===== src/pkg/periodic_timer_pkg.sv =====
/*
  Shared constants and types of the 10-bit periodic timer: register offsets,
  field codes, reset values, the operating-mode decode and carrier structs.
  Assumes a classic Wishbone slave with 32-bit data and byte addresses.
*/
`default_nettype none

package periodic_timer_pkg;

  // ----------------------------------------------------------------------
  // sizes and register offsets
  // ----------------------------------------------------------------------
  localparam int CNT_W = 10;
  localparam int ADR_W = 8;
  localparam logic [ADR_W-1:0] OFS_CTRL   = 8'h00;
  localparam logic [ADR_W-1:0] OFS_COUNT  = 8'h04;
  localparam logic [ADR_W-1:0] OFS_DUTY   = 8'h08;
  localparam logic [ADR_W-1:0] OFS_PERIOD = 8'h0C;
  localparam logic [ADR_W-1:0] OFS_FLAGS  = 8'h10;
  localparam int FLAG_A_BIT = 0;
  localparam int FLAG_P_BIT = 1;
  localparam int CTRL_W     = 9;

  // ----------------------------------------------------------------------
  // field codes
  // ----------------------------------------------------------------------
  localparam logic [1:0] MODE_CMP     = 2'h0;
  localparam logic [1:0] MODE_CAP     = 2'h1;
  localparam logic [1:0] MODE_PWM     = 2'h2;
  localparam logic [1:0] MODE_TC      = 2'h3;
  localparam logic [1:0] ACT_INACTIVE = 2'h0;
  localparam logic [1:0] ACT_ACTIVE   = 2'h1;
  localparam logic [1:0] ACT_PWM      = 2'h2;
  localparam logic [1:0] ACT_PULSE    = 2'h3;
  localparam logic [1:0] CAP_RISE     = 2'h0;
  localparam logic [1:0] CAP_FALL     = 2'h1;
  localparam logic [1:0] CAP_BOTH     = 2'h2;
  localparam logic [1:0] CAP_OFF      = 2'h3;
  localparam logic [1:0] CMP_NONE     = 2'h0;
  localparam logic [1:0] CMP_LOW      = 2'h1;
  localparam logic [1:0] CMP_HIGH     = 2'h2;
  localparam logic [1:0] CMP_TOGGLE   = 2'h3;

  // ----------------------------------------------------------------------
  // types
  // ----------------------------------------------------------------------
  typedef struct packed {
    logic run_bit;
    logic mode_sel_hi;
    logic mode_sel_lo;
    logic out_action_hi;
    logic out_action_lo;
    logic output_level_ctl;
    logic output_invert;
    logic capture_source_sel;
    logic clear_select;
  } ctrl_t;

  typedef struct packed {
    logic rise;
    logic fall;
  } edges_t;

  typedef enum logic [4:0] {
    OP_CMP   = 5'h01,
    OP_CAP   = 5'h02,
    OP_PWM   = 5'h04,
    OP_PULSE = 5'h08,
    OP_TC    = 5'h10
  } op_t;

  // ----------------------------------------------------------------------
  // reset values
  // ----------------------------------------------------------------------
  localparam ctrl_t            CTRL_RST   = 9'h000;
  localparam logic [CNT_W-1:0] COUNT_RST  = 10'h000;
  localparam logic [CNT_W-1:0] DUTY_RST   = 10'h000;
  localparam logic [CNT_W-1:0] PERIOD_RST = 10'h000;
  localparam logic [1:0]       FLAGS_RST  = 2'h0;

  function automatic op_t decode_op(input ctrl_t c);
    logic [1:0] m;
    logic [1:0] a;
    m = {c.mode_sel_hi, c.mode_sel_lo};
    a = {c.out_action_hi, c.out_action_lo};
    decode_op = OP_CMP;
    unique case (m)
      MODE_CMP: decode_op = OP_CMP;
      MODE_CAP: decode_op = OP_CAP;
      MODE_PWM: decode_op = (a == ACT_PULSE) ? OP_PULSE : OP_PWM;
      MODE_TC:  decode_op = OP_TC;
    endcase
  endfunction

endpackage

`default_nettype wire


===== src/hw/pin_edge_watch.sv =====
/*
  Edge detector for one timer pin: one-cycle rise and fall pulses.
  Assumes the pin is already synchronous to the system clock.
*/
`timescale 1ns/100ps
`default_nettype none

module pin_edge_watch (
  input  wire logic                      i_clk_sys,
  input  wire logic                      i_rst_n,
  input  wire logic                      i_pin,
  output var periodic_timer_pkg::edges_t o_edges
);

  logic prev_q;
  logic primed_q;

  // ----------------------------------------------------------------------
  // previous level, no edge before the first sample
  // ----------------------------------------------------------------------
  always_ff @(posedge i_clk_sys or negedge i_rst_n) begin
    if (!i_rst_n) begin
      prev_q   <= 1'b0;
      primed_q <= 1'b0;
    end else begin
      prev_q   <= i_pin;
      primed_q <= 1'b1;
    end
  end

  assign o_edges.rise = primed_q & i_pin & ~prev_q;
  assign o_edges.fall = primed_q & ~i_pin & prev_q;

endmodule

`default_nettype wire


===== src/hw/periodic_timer.sv =====
/*
  Periodic timer with duty and period comparators: compare, timer/counter,
  PWM, single pulse and capture modes, registers on classic Wishbone.
  Assumes synchronous pins and a one-cycle timer tick from a clock selector.
*/
// The Wishbone register port and the register addresses were decided locally.
`timescale 1ns/100ps
`default_nettype none

// Notes on behaviour
// - clear-on-A compare: no period flag, pin on A
// - mode 11 is timer/counter, compare behaviour
// - timer/counter sets flags, pin not driven
// - mode 10 with action 10 is PWM
// - PWM period is period value, zero gives 1024
// - duty at or above period: always active
// - PWM sets one flag per comparator
// - PWM ignores clear-select
// - PWM: level bit polarity, invert bit reverses pin
// - PWM actions 00/01 force pin, counter runs
// - mode 10 with action 11 is single pulse
// - run rise starts counter and pulse
// - single pulse: external clock pin rising edge sets run bit
// - A match or software clear ends pulse
// - single pulse A match raises interrupt flag
// - single pulse counter zeroed only on run rise
// - mode 01 is capture, source chosen by bit
// - capture copies counter into duty, raises flag
// - capture counter free-runs until run falls
// - capture period match clears counter, raises flag
// - capture period zero wraps at maximum count
// - capture action 11 disables capture only
// - capture edges: 00 rise, 01 fall, 10 both
// - capture source: 0 input pin, 1 clock pin
// - output level 0 active low, 1 active high
// - counter, duty, period are 10 bits
module periodic_timer #(
  parameter int CNT_W = periodic_timer_pkg::CNT_W
) (
  input  wire logic                                i_clk_sys,
  input  wire logic                                i_rst_n,
  input  wire logic                                i_wb_cyc,
  input  wire logic                                i_wb_stb,
  input  wire logic                                i_wb_we,
  input  wire logic [periodic_timer_pkg::ADR_W-1:0] i_wb_adr,
  input  wire logic [3:0]                          i_wb_sel,
  input  wire logic [31:0]                         i_wb_dat,
  output logic      [31:0]                         o_wb_dat,
  output logic                                     o_wb_ack,
  input  wire logic                                i_timer_tick,
  input  wire logic                                i_capture_input_pin,
  input  wire logic                                i_ext_clock_pin,
  output logic                                     o_timer_output_pin,
  output logic                                     o_timer_output_oe
);

  if (CNT_W < 2 || CNT_W > 16) begin : g_width_check
    $error("periodic_timer: CNT_W must be 2 to 16");
  end

  // ----------------------------------------------------------------------
  // reset release
  // ----------------------------------------------------------------------
  logic [1:0] rst_sync_q;
  logic       rst_n;

  always_ff @(posedge i_clk_sys or negedge i_rst_n) begin
    if (!i_rst_n) begin
      rst_sync_q <= 2'b00;
    end else begin
      rst_sync_q <= {rst_sync_q[0], 1'b1};
    end
  end
  assign rst_n = rst_sync_q[1];

  // ----------------------------------------------------------------------
  // state
  // ----------------------------------------------------------------------
  periodic_timer_pkg::ctrl_t  ctrl_q;
  periodic_timer_pkg::op_t    op;
  periodic_timer_pkg::edges_t cin_edges;
  periodic_timer_pkg::edges_t ext_edges;
  logic [CNT_W-1:0] count_q;
  logic [CNT_W-1:0] duty_q;
  logic [CNT_W-1:0] period_q;
  logic [CNT_W-1:0] nxt;
  logic [CNT_W:0]   period_eff;
  logic [1:0]       flags_q;
  logic [1:0]       flag_set;
  logic [1:0]       action;
  logic             run_prev_q;
  logic             cmp_lvl_q;
  logic             ack_q;
  logic             wb_hit;
  logic             wr_fire;
  logic             run_rise;
  logic             step;
  logic             a_match;
  logic             p_match;
  logic             clr;
  logic             run_set;
  logic             run_clr;
  logic             cap_fire;
  logic             pwm_active;
  logic             act_lvl;
  logic             pin_d;
  logic             oe_d;
  logic [31:0]      rdat_d;

  assign op     = periodic_timer_pkg::decode_op(ctrl_q);
  assign action = {ctrl_q.out_action_hi, ctrl_q.out_action_lo};

  // ----------------------------------------------------------------------
  // pin edges
  // ----------------------------------------------------------------------
  pin_edge_watch u_cin_edge (
    .i_clk_sys (i_clk_sys),
    .i_rst_n   (rst_n),
    .i_pin     (i_capture_input_pin),
    .o_edges   (cin_edges)
  );

  pin_edge_watch u_ext_edge (
    .i_clk_sys (i_clk_sys),
    .i_rst_n   (rst_n),
    .i_pin     (i_ext_clock_pin),
    .o_edges   (ext_edges)
  );

  // ----------------------------------------------------------------------
  // bus slave: ack one cycle after request, write at the ack edge
  // ----------------------------------------------------------------------
  assign wb_hit  = i_wb_cyc & i_wb_stb;
  assign wr_fire = wb_hit & i_wb_we & ack_q;

  always_comb begin
    rdat_d = 32'h0000_0000;
    unique case (i_wb_adr)
      periodic_timer_pkg::OFS_CTRL:   rdat_d[periodic_timer_pkg::CTRL_W-1:0] = ctrl_q;
      periodic_timer_pkg::OFS_COUNT:  rdat_d[CNT_W-1:0] = count_q;
      periodic_timer_pkg::OFS_DUTY:   rdat_d[CNT_W-1:0] = duty_q;
      periodic_timer_pkg::OFS_PERIOD: rdat_d[CNT_W-1:0] = period_q;
      periodic_timer_pkg::OFS_FLAGS:  rdat_d[1:0] = flags_q;
      default:                        rdat_d = 32'h0000_0000;
    endcase
  end

  always_ff @(posedge i_clk_sys or negedge rst_n) begin
    if (!rst_n) begin
      ack_q    <= 1'b0;
      o_wb_ack <= 1'b0;
      o_wb_dat <= 32'h0000_0000;
    end else begin
      ack_q    <= wb_hit & ~ack_q;
      o_wb_ack <= wb_hit & ~ack_q;
      if (wb_hit & ~ack_q) begin
        o_wb_dat <= rdat_d;
      end
    end
  end

  // ----------------------------------------------------------------------
  // counting and comparators
  // ----------------------------------------------------------------------
  assign run_rise   = ctrl_q.run_bit & ~run_prev_q;
  assign step       = ctrl_q.run_bit & i_timer_tick & ~run_rise;
  assign nxt        = CNT_W'(count_q + 1'b1);
  assign a_match    = step && (duty_q != '0) && (nxt == duty_q);
  assign p_match    = step && (nxt == period_q);
  assign period_eff = {(period_q == '0), period_q};

  always_comb begin
    logic src;
    src      = ctrl_q.capture_source_sel ? i_ext_clock_pin : i_capture_input_pin;
    cap_fire = 1'b0;
    if (ctrl_q.capture_source_sel) begin
      unique case (action)
        periodic_timer_pkg::CAP_RISE: cap_fire = ext_edges.rise;
        periodic_timer_pkg::CAP_FALL: cap_fire = ext_edges.fall;
        periodic_timer_pkg::CAP_BOTH: cap_fire = ext_edges.rise | ext_edges.fall;
        periodic_timer_pkg::CAP_OFF:  cap_fire = 1'b0;
      endcase
    end else begin
      unique case (action)
        periodic_timer_pkg::CAP_RISE: cap_fire = cin_edges.rise;
        periodic_timer_pkg::CAP_FALL: cap_fire = cin_edges.fall;
        periodic_timer_pkg::CAP_BOTH: cap_fire = cin_edges.rise | cin_edges.fall;
        periodic_timer_pkg::CAP_OFF:  cap_fire = src & 1'b0;
      endcase
    end
    if (op != periodic_timer_pkg::OP_CAP) begin
      cap_fire = 1'b0;
    end
  end

  always_comb begin
    clr      = 1'b0;
    flag_set = 2'b00;
    run_clr  = 1'b0;
    unique case (op)
      periodic_timer_pkg::OP_CMP, periodic_timer_pkg::OP_TC: begin
        if (ctrl_q.clear_select) begin
          clr = a_match;
          flag_set[periodic_timer_pkg::FLAG_A_BIT] = a_match;
        end else begin
          clr = p_match;
          flag_set[periodic_timer_pkg::FLAG_A_BIT] = a_match;
          flag_set[periodic_timer_pkg::FLAG_P_BIT] = p_match;
        end
      end
      periodic_timer_pkg::OP_PWM: begin
        clr = p_match;
        flag_set[periodic_timer_pkg::FLAG_A_BIT] = a_match;
        flag_set[periodic_timer_pkg::FLAG_P_BIT] = p_match;
      end
      periodic_timer_pkg::OP_PULSE: begin
        run_clr = a_match;
        flag_set[periodic_timer_pkg::FLAG_A_BIT] = a_match;
      end
      periodic_timer_pkg::OP_CAP: begin
        clr = p_match;
        flag_set[periodic_timer_pkg::FLAG_A_BIT] = cap_fire;
        flag_set[periodic_timer_pkg::FLAG_P_BIT] = p_match;
      end
    endcase
  end

  assign run_set = (op == periodic_timer_pkg::OP_PULSE) & ext_edges.rise;

  always_ff @(posedge i_clk_sys or negedge rst_n) begin
    if (!rst_n) begin
      count_q    <= CNT_W'(periodic_timer_pkg::COUNT_RST);
      run_prev_q <= 1'b0;
    end else begin
      run_prev_q <= ctrl_q.run_bit;
      if (run_rise) begin
        count_q <= '0;
      end else if (step) begin
        count_q <= clr ? '0 : nxt;
      end
    end
  end

  // ----------------------------------------------------------------------
  // registers written by software and hardware
  // ----------------------------------------------------------------------
  always_ff @(posedge i_clk_sys or negedge rst_n) begin
    if (!rst_n) begin
      ctrl_q <= periodic_timer_pkg::CTRL_RST;
    end else begin
      if (wr_fire && i_wb_adr == periodic_timer_pkg::OFS_CTRL) begin
        if (i_wb_sel[0]) begin
          ctrl_q[7:0] <= i_wb_dat[7:0];
        end
        if (i_wb_sel[1]) begin
          ctrl_q.run_bit <= i_wb_dat[8];
        end
      end
      if (run_clr) begin
        ctrl_q.run_bit <= 1'b0;
      end
      if (run_set) begin
        ctrl_q.run_bit <= 1'b1;
      end
    end
  end

  always_ff @(posedge i_clk_sys or negedge rst_n) begin
    if (!rst_n) begin
      duty_q   <= CNT_W'(periodic_timer_pkg::DUTY_RST);
      period_q <= CNT_W'(periodic_timer_pkg::PERIOD_RST);
    end else begin
      if (wr_fire && i_wb_adr == periodic_timer_pkg::OFS_PERIOD) begin
        period_q <= i_wb_dat[CNT_W-1:0];
      end
      if (wr_fire && i_wb_adr == periodic_timer_pkg::OFS_DUTY) begin
        duty_q <= i_wb_dat[CNT_W-1:0];
      end
      if (cap_fire) begin
        duty_q <= count_q;
      end
    end
  end

  always_ff @(posedge i_clk_sys or negedge rst_n) begin
    if (!rst_n) begin
      flags_q <= periodic_timer_pkg::FLAGS_RST;
    end else if (wr_fire && i_wb_adr == periodic_timer_pkg::OFS_FLAGS && i_wb_sel[0]) begin
      flags_q <= (flags_q & ~i_wb_dat[1:0]) | flag_set;
    end else begin
      flags_q <= flags_q | flag_set;
    end
  end

  // ----------------------------------------------------------------------
  // output pin
  // ----------------------------------------------------------------------
  assign pwm_active = ({1'b0, duty_q} >= period_eff) || (count_q < duty_q);
  assign act_lvl    = ctrl_q.output_level_ctl ^ ctrl_q.output_invert;

  always_ff @(posedge i_clk_sys or negedge rst_n) begin
    if (!rst_n) begin
      cmp_lvl_q <= 1'b0;
    end else if (run_rise) begin
      cmp_lvl_q <= ctrl_q.output_level_ctl;
    end else if (a_match && op == periodic_timer_pkg::OP_CMP) begin
      unique case (action)
        periodic_timer_pkg::CMP_NONE:   cmp_lvl_q <= cmp_lvl_q;
        periodic_timer_pkg::CMP_LOW:    cmp_lvl_q <= 1'b0;
        periodic_timer_pkg::CMP_HIGH:   cmp_lvl_q <= 1'b1;
        periodic_timer_pkg::CMP_TOGGLE: cmp_lvl_q <= ~cmp_lvl_q;
      endcase
    end
  end

  always_comb begin
    pin_d = 1'b0;
    oe_d  = 1'b0;
    unique case (op)
      periodic_timer_pkg::OP_CMP: begin
        oe_d  = 1'b1;
        pin_d = cmp_lvl_q ^ ctrl_q.output_invert;
      end
      periodic_timer_pkg::OP_PWM: begin
        oe_d = 1'b1;
        unique case (action)
          periodic_timer_pkg::ACT_ACTIVE: pin_d = act_lvl;
          periodic_timer_pkg::ACT_PWM:    pin_d = (ctrl_q.run_bit && pwm_active) ? act_lvl : ~act_lvl;
          default:                        pin_d = ~act_lvl;
        endcase
      end
      periodic_timer_pkg::OP_PULSE: begin
        oe_d  = 1'b1;
        pin_d = ctrl_q.run_bit ? act_lvl : ~act_lvl;
      end
      periodic_timer_pkg::OP_CAP, periodic_timer_pkg::OP_TC: begin
        oe_d  = 1'b0;
        pin_d = 1'b0;
      end
    endcase
  end

  always_ff @(posedge i_clk_sys or negedge rst_n) begin
    if (!rst_n) begin
      o_timer_output_pin <= 1'b0;
      o_timer_output_oe  <= 1'b0;
    end else begin
      o_timer_output_pin <= pin_d;
      o_timer_output_oe  <= oe_d;
    end
  end
endmodule

`default_nettype wire


===== config.mk =====
export PLATFORM = sky130hd
export DESIGN_NAME = periodic_timer
export DESIGN_NICKNAME = d
export VERILOG_FILES = /design/src/pkg/periodic_timer_pkg.sv /design/src/hw/pin_edge_watch.sv /design/src/hw/periodic_timer.sv
export SDC_FILE = /design/constraint.sdc
export NUM_CORES = 1
export LEC_CHECK = 0
export BUFFER_PORTS_ARGS = -buffer_cell sky130_fd_sc_hd__buf_2
export CELL_PAD_IN_SITES_DETAIL_PLACEMENT = 0
export CELL_PAD_IN_SITES_GLOBAL_PLACEMENT = 2
export CORE_MARGIN = 1
export CORE_UTILIZATION = 34
export DETAILED_ROUTE_END_ITERATION = 8
export PLACE_DENSITY_LB_ADDON = 0.1
export SLEW_MARGIN = 10
export SYNTH_ARGS = -nofsm -noshare
export SYNTH_HDL_FRONTEND = slang
export SYNTH_SLANG_ARGS = --single-unit

===== constraint.sdc =====
create_clock -name i_clk_sys -period 2.3 [get_ports i_clk_sys]
set_input_delay 0.345 -clock i_clk_sys [delete_from_list [all_inputs] [get_ports i_clk_sys]]
set_output_delay 0.345 -clock i_clk_sys [all_outputs]
set_load 0.05 [all_outputs]

[Word-level counts from Yosys, hierarchy flattened]
Cells that the tools add are included.
Cells by class
  reduce and logical (&&, ||, !) cells: 29
  muxes and demuxes: 34
  magnitude comparators: 2
  $add $sub $neg: 1
  bitwise gates (word level): 33
  equal/unequal tests: 19
Operators with widths (count)
  $mux W10: 5
  $pmux W7 S4: 1
  $eq A10 B10 Y1: 2
  $pmux W5 S4: 1
  $and A1 B1 Y1: 16
  $eq A8 B4 Y1 const B: 2
  $mux W1: 12
  $pmux W1 S4: 3
  $ge A10 B11 Y1: 1
  $add A10 B1 Y10 const B: 1
  $logic_and A1 B1 Y1: 10
  $logic_not A10 Y1: 1
  $lt A10 B10 Y1: 1
  $pmux W1 S2: 5
  $pmux W2 S5: 1
  $reduce_bool A10 Y1: 1
  $mux W9: 1
  $not A1 Y1: 9
  $eq A2 B2 Y1 const B: 4
  $eq A8 B3 Y1 const B: 1
  $eq A8 B5 Y1 const B: 1
  $logic_not A8 Y1: 1
  $mux W8: 1
  $pmux W1 S3: 2
  other kinds (23): 35
Storage, ports and cells
  flip-flop bits (word level): 61
  bits of input ports: 52
  output and inout bits: 35

[Longest topological paths before layout]
  depth after elaboration: 11
  gate-level depth with buffers: 11
  gate-level depth less buffers: 9

[By module]
From an unflattened synthesis, not the netlist that was laid out.
Second synthesis, totals
  cell total of the unflattened synthesis: 473
  area, all modules: 4566.9 um^2
Modules (own cells, without submodules)
  periodic_timer: cells each 463, area an instance 4424.2 um^2, seq. area each 1451.4 um^2, instances 1
  pin_edge_watch: cells each 5, area an instance 71.3 um^2, seq. area each 50.0 um^2, instances 2

[Worst setup path after synthesis]
OpenSTA, ideal clock, no wires.
  kind: register -> register
  start: register count_q[0]
  end: register count_q[9]
  path slack: -0.159 ns
  stages on the path, launching flop included: 12
  data arrival time: 2.331 ns
  data required time: 2.171 ns
  cells stage by stage: dfrtp_1 ha_1 and3_1 buf_2 and3_1 buf_2 xnor2_1 a2111oi_2 nand4_1 buf_2 a41oi_1 mux2i_1
On the way
  cells in the longest elaborated chain, start to end: 8
RTL lines
  from (decl): RTL line periodic_timer.sv:83  | logic [CNT_W-1:0] count_q;
  from (signal assigned): RTL line periodic_timer.sv:232  | count_q <= CNT_W'(periodic_timer_pkg::COUNT_RST);
  from (signal assigned): RTL line periodic_timer.sv:239  | count_q <= clr ? '0 : nxt;
  $add A10 B1 Y10 *: RTL line periodic_timer.sv:167  | assign nxt = CNT_W'(count_q + 1'b1);
  $eq A10 B10 Y1 (on tied branches): RTL line periodic_timer.sv:169, periodic_timer.sv:168
  $logic_and A1 B1 Y1 (on tied branches): RTL line periodic_timer.sv:169, periodic_timer.sv:168
  $mux W1: RTL line periodic_timer.sv:202  | if (ctrl_q.clear_select) begin
  $pmux W1 S2: RTL line periodic_timer.sv:200  | unique case (op)
  $mux W10 *: RTL line periodic_timer.sv:239
  $mux W10 *: RTL line periodic_timer.sv:238  | end else if (step) begin
  $mux W10 *: RTL line periodic_timer.sv:236  | if (run_rise) begin
Every way passes the cells marked *; elsewhere a longest branch is shown, timed or not. The select of a mux whose other input is x is not followed.
A chain may end at the register's enable or synchronous reset.

[Final worst setup path]
  start: register count_q[1]
  end: register cmp_lvl_q
On the way
  cells in the longest elaborated chain, start to end: 6
RTL lines
  $add A10 B1 Y10: RTL line periodic_timer.sv:167
  $eq A10 B10 Y1: RTL line periodic_timer.sv:168  | assign a_match = step && (duty_q != '0) && (nxt == duty_q);
  $logic_and A1 B1 Y1: RTL line periodic_timer.sv:168
  $logic_and A1 B1 Y1: RTL line periodic_timer.sv:306  | end else if (a_match && op == periodic_timer_pkg::OP_CMP) begin
  $reduce_bool A2 Y1 (no line)
  $reduce_and A2 Y1 (no line)
  to (signal assigned): RTL line periodic_timer.sv:305  | cmp_lvl_q <= ctrl_q.output_level_ctl;
  to (signal assigned): RTL line periodic_timer.sv:308  | periodic_timer_pkg::CMP_NONE: cmp_lvl_q <= cmp_lvl_q;
  to (signal assigned): RTL line periodic_timer.sv:311  | periodic_timer_pkg::CMP_TOGGLE: cmp_lvl_q <= ~cmp_lvl_q;
  to (decl): RTL line periodic_timer.sv:92  | logic cmp_lvl_q;
No other way between the ends.

==> out/results.tsv <==
metric	value	unit
outcome	finished, violations left	
failing checks	setup timing	
clock buffer depth	2	
first-pass GRT wire length	21800	um
Worst EP arrival	2.58	ns
flop2flop setup slack	-0.05	ns
Final GP Congestion	0.886	
asr flop ratio synth	100	%
Max transition margin	58.8	%
H-tree depth	3	
worst r2r src	count_q[1]	
grt ovf	0	
Antenna Cells	0	
# setup viols final	3	
I/O Pins	87	
Synth Instances	482	
R2R cell count	10	
reg2reg end	cmp_lvl_q	
Worst Skew	0.00674	ns
Slew @ Worst Pin	0.616	ns
fin crit period	2.35	ns
Fin. Hold Viols	0	
max-cap check violation count	0	
number of global-route vias before repair	4047	
yosys warns	0	
fin crit share	102	%
fillcell total	1266	
die footprint	13600	um^2
Slowest-stage cell, CP	dfrtp_1	
commonest cells after routing, fill and taps aside	91 x buf_4, 57 x dfrtp_1, 55 x nand2_1	
element type at the critical path start	flop	
gr usage total	21.9	%
Hold WC Path Type	in2reg	
hold slack final	0.135	ns
register area share after synthesis	34.1	%
Worst Hold Path Cells	1	
VDD IR max	0.396	mV
via count	3963	
core area	12700	um^2
Pwr Density	457	nW/um^2
initial antenna violation count	0	
Initial Util	35.2	%
Worst path max stage delay	0.41	ns
first drt pass iteration count	6	
Post-Route WL	13700	um
Setup TNS	-0.0973	ns
Mapped Area	4470	um^2
Syn Area/Cell	9.28	um^2
vias per inst	5.04	
Post-synth EDFFs	0	
hold-critical path endpoint	u_cin_edge.prev_q	
pin count of the biggest net entering global routing	37	
row count	41	
antenna-violating nets left	0	
most common cell after layout, fill and taps aside	buf_4	
Crit path required time	2.53	ns
# nets final	695	
Top FF cell, synth	dfrtp_1	
Setup crit start	count_q[1]	
Worst Slack Setup Final	-0.0531	ns
TritonCTS clock tree	yes	
Port Buf Inserts	40	
total power	2.78	mW
fmax	425	MHz
Slew Limit Fails	0	
non-filler instance count after layout	787	
DIE WIDTH	117	um
CP cell instances	buf_6, and4_4, and3_4, buf_4, xnor3_1, o2111ai_1, nor4_1, buf_4, mux2i_1, mux2_2	
critical path class	reg2reg	
Wirelength per Cell	17.4	um
1st-iter DRT viols	153	
Skew-Pair Late Insertion Delay	0.34	ns
root buf cell	clkbuf_16	
count of different cell masters after synthesis	54	
Critical Path End Type	flop	
Die Ht	117	um
clk slew on worst S/H paths	0.06	ns
RSZ-0062 raised after global routing	true	
layout cells sized above 1	38.2	%
worst hold start	i_capture_input_pin	
area occupied by multi-input gates	2910	um^2
drt drc	0	
Buf+Inv Stages, Crit Path	3	
area grow syn2layout	36.1	%
clk sinks	61	
P_leak	2.90	nW
DP HPWL	10600	um
Placed Cells	750	
cell family with most CP delay	simple AND/OR/NAND/NOR gates	
Top cell by count, worst path	buf_4	
cts bufs inserted	9	
critical path peak fanout	4	
synthesized flop and latch total	61	
register area	1530	um^2
repair_timing:
item | in CTS | in global routing
endpoints found under the setup margin | 13 | 14
hold buffers | 1 | 0
resized for setup | 30 | 27
endpoints found under the hold margin | 2 | 0
setup buffers | 11 | 9
pin swaps | 20 | 22
registers in the layout (all words and copies together), names as in the netlist:
name / flops
period_q: 10
u_ext_edge.primed_q: 1
duty_q: 10
ack_q: 1
flags_q: 2
o_timer_output_oe: 1
run_prev_q: 1
o_wb_dat: 10
o_timer_output_pin: 1
rst_sync_q: 2
action: 2
count_q: 10
ctrl_q: 7
u_ext_edge.prev_q: 1
cmp_lvl_q: 1
u_cin_edge.prev_q: 1
per-layer routing:
layer	share of wire, %	global-route usage, %	up-vias
li1	-	-	1929
met1	45	28.4	1902
met2	47	35.7	103
met3	4.6	3.37	29
met4	3.3	10.1	0
met5	0	0	-
synth_stat cells, drive strengths merged (9+ instances only):
cell    instances  area share, %
nor2           29            2.4
a21oi          21            2.3
nand3          15            1.7
xnor2          12            2.3
buf            36            5.5
inv            31            2.6
nor3           12            1.3
mux2i          15            3.4
mux2           20            5.0
dfrtp          61             34
ha             33            9.2
and3           10            1.5
nand4           9            1.3
o21ai          21            2.3
nand2          55            4.6
clkbuf         10           0.84
mux4            9            4.5
final cells by class:
class / count / share of cell area, %
clock buffer: 9 / 3.70
clock inverter: 7 / 1.36
sequential: 61 / 25.2
inverter: 31 / 1.91
timing repair buffer: 141 / 16.6
tap: 172 / 3.53
multi-input combinational: 366 / 47.7
how the worst max path moves through the flow:
stage | endpoint | cells after the start
CTS | cmp_lvl_q | 10
global placement | o_timer_output_pin | 8
finish | cmp_lvl_q | 10
detailed placement | count_q[0] | 10
global route | count_q[0] | 10
floorplan | count_q[0] | 10
power by group:
part | switching, mW | total [mW] | internal, mW
clock network | 0.576 | 1.43 | 0.856
registers | 0.0170 | 1.10 | 1.08
logic | 0.173 | 0.250 | 0.0773
worst register-to-register path, cell delays in order (launching register included):
cell and delay, ns:
dfrtp_1 0.41, buf_6 0.14, and4_4 0.20, and3_4 0.19, buf_4 0.13, xnor3_1 0.20, o2111ai_1 0.18, nor4_1 0.31
buf_4 0.16, mux2i_1 0.06, mux2_2 0.26
cell families (layout without fill, tap and decap cells):
kind of cell,after synthesis,count (layout),synth area share (%)
XOR/XNOR,22,22,4.95
flip-flops,61,61,34.1
other,2,24,0.168
AND/OR/NAND/NOR,166,166,18.5
buffers and inverters,77,188,8.98
AO/OA/AOI/OAI,77,77,11.1
adder cells (fa/ha/maj),33,33,9.23
multiplexers,44,44,12.9
through the flow:
stage	instance area, um^2	worst slack, ns	utilization [%]
finish	6090	-0.0531	47.9
global route	6090	-0.175	47.9
CTS	5890	-0.145	46.3
detailed placement	5350	-0.303	42.0
global placement	5350	-0.189	42.0
floorplan	4620	-0.00361	-
No activity file was read; power rests on OpenSTA's default activity.
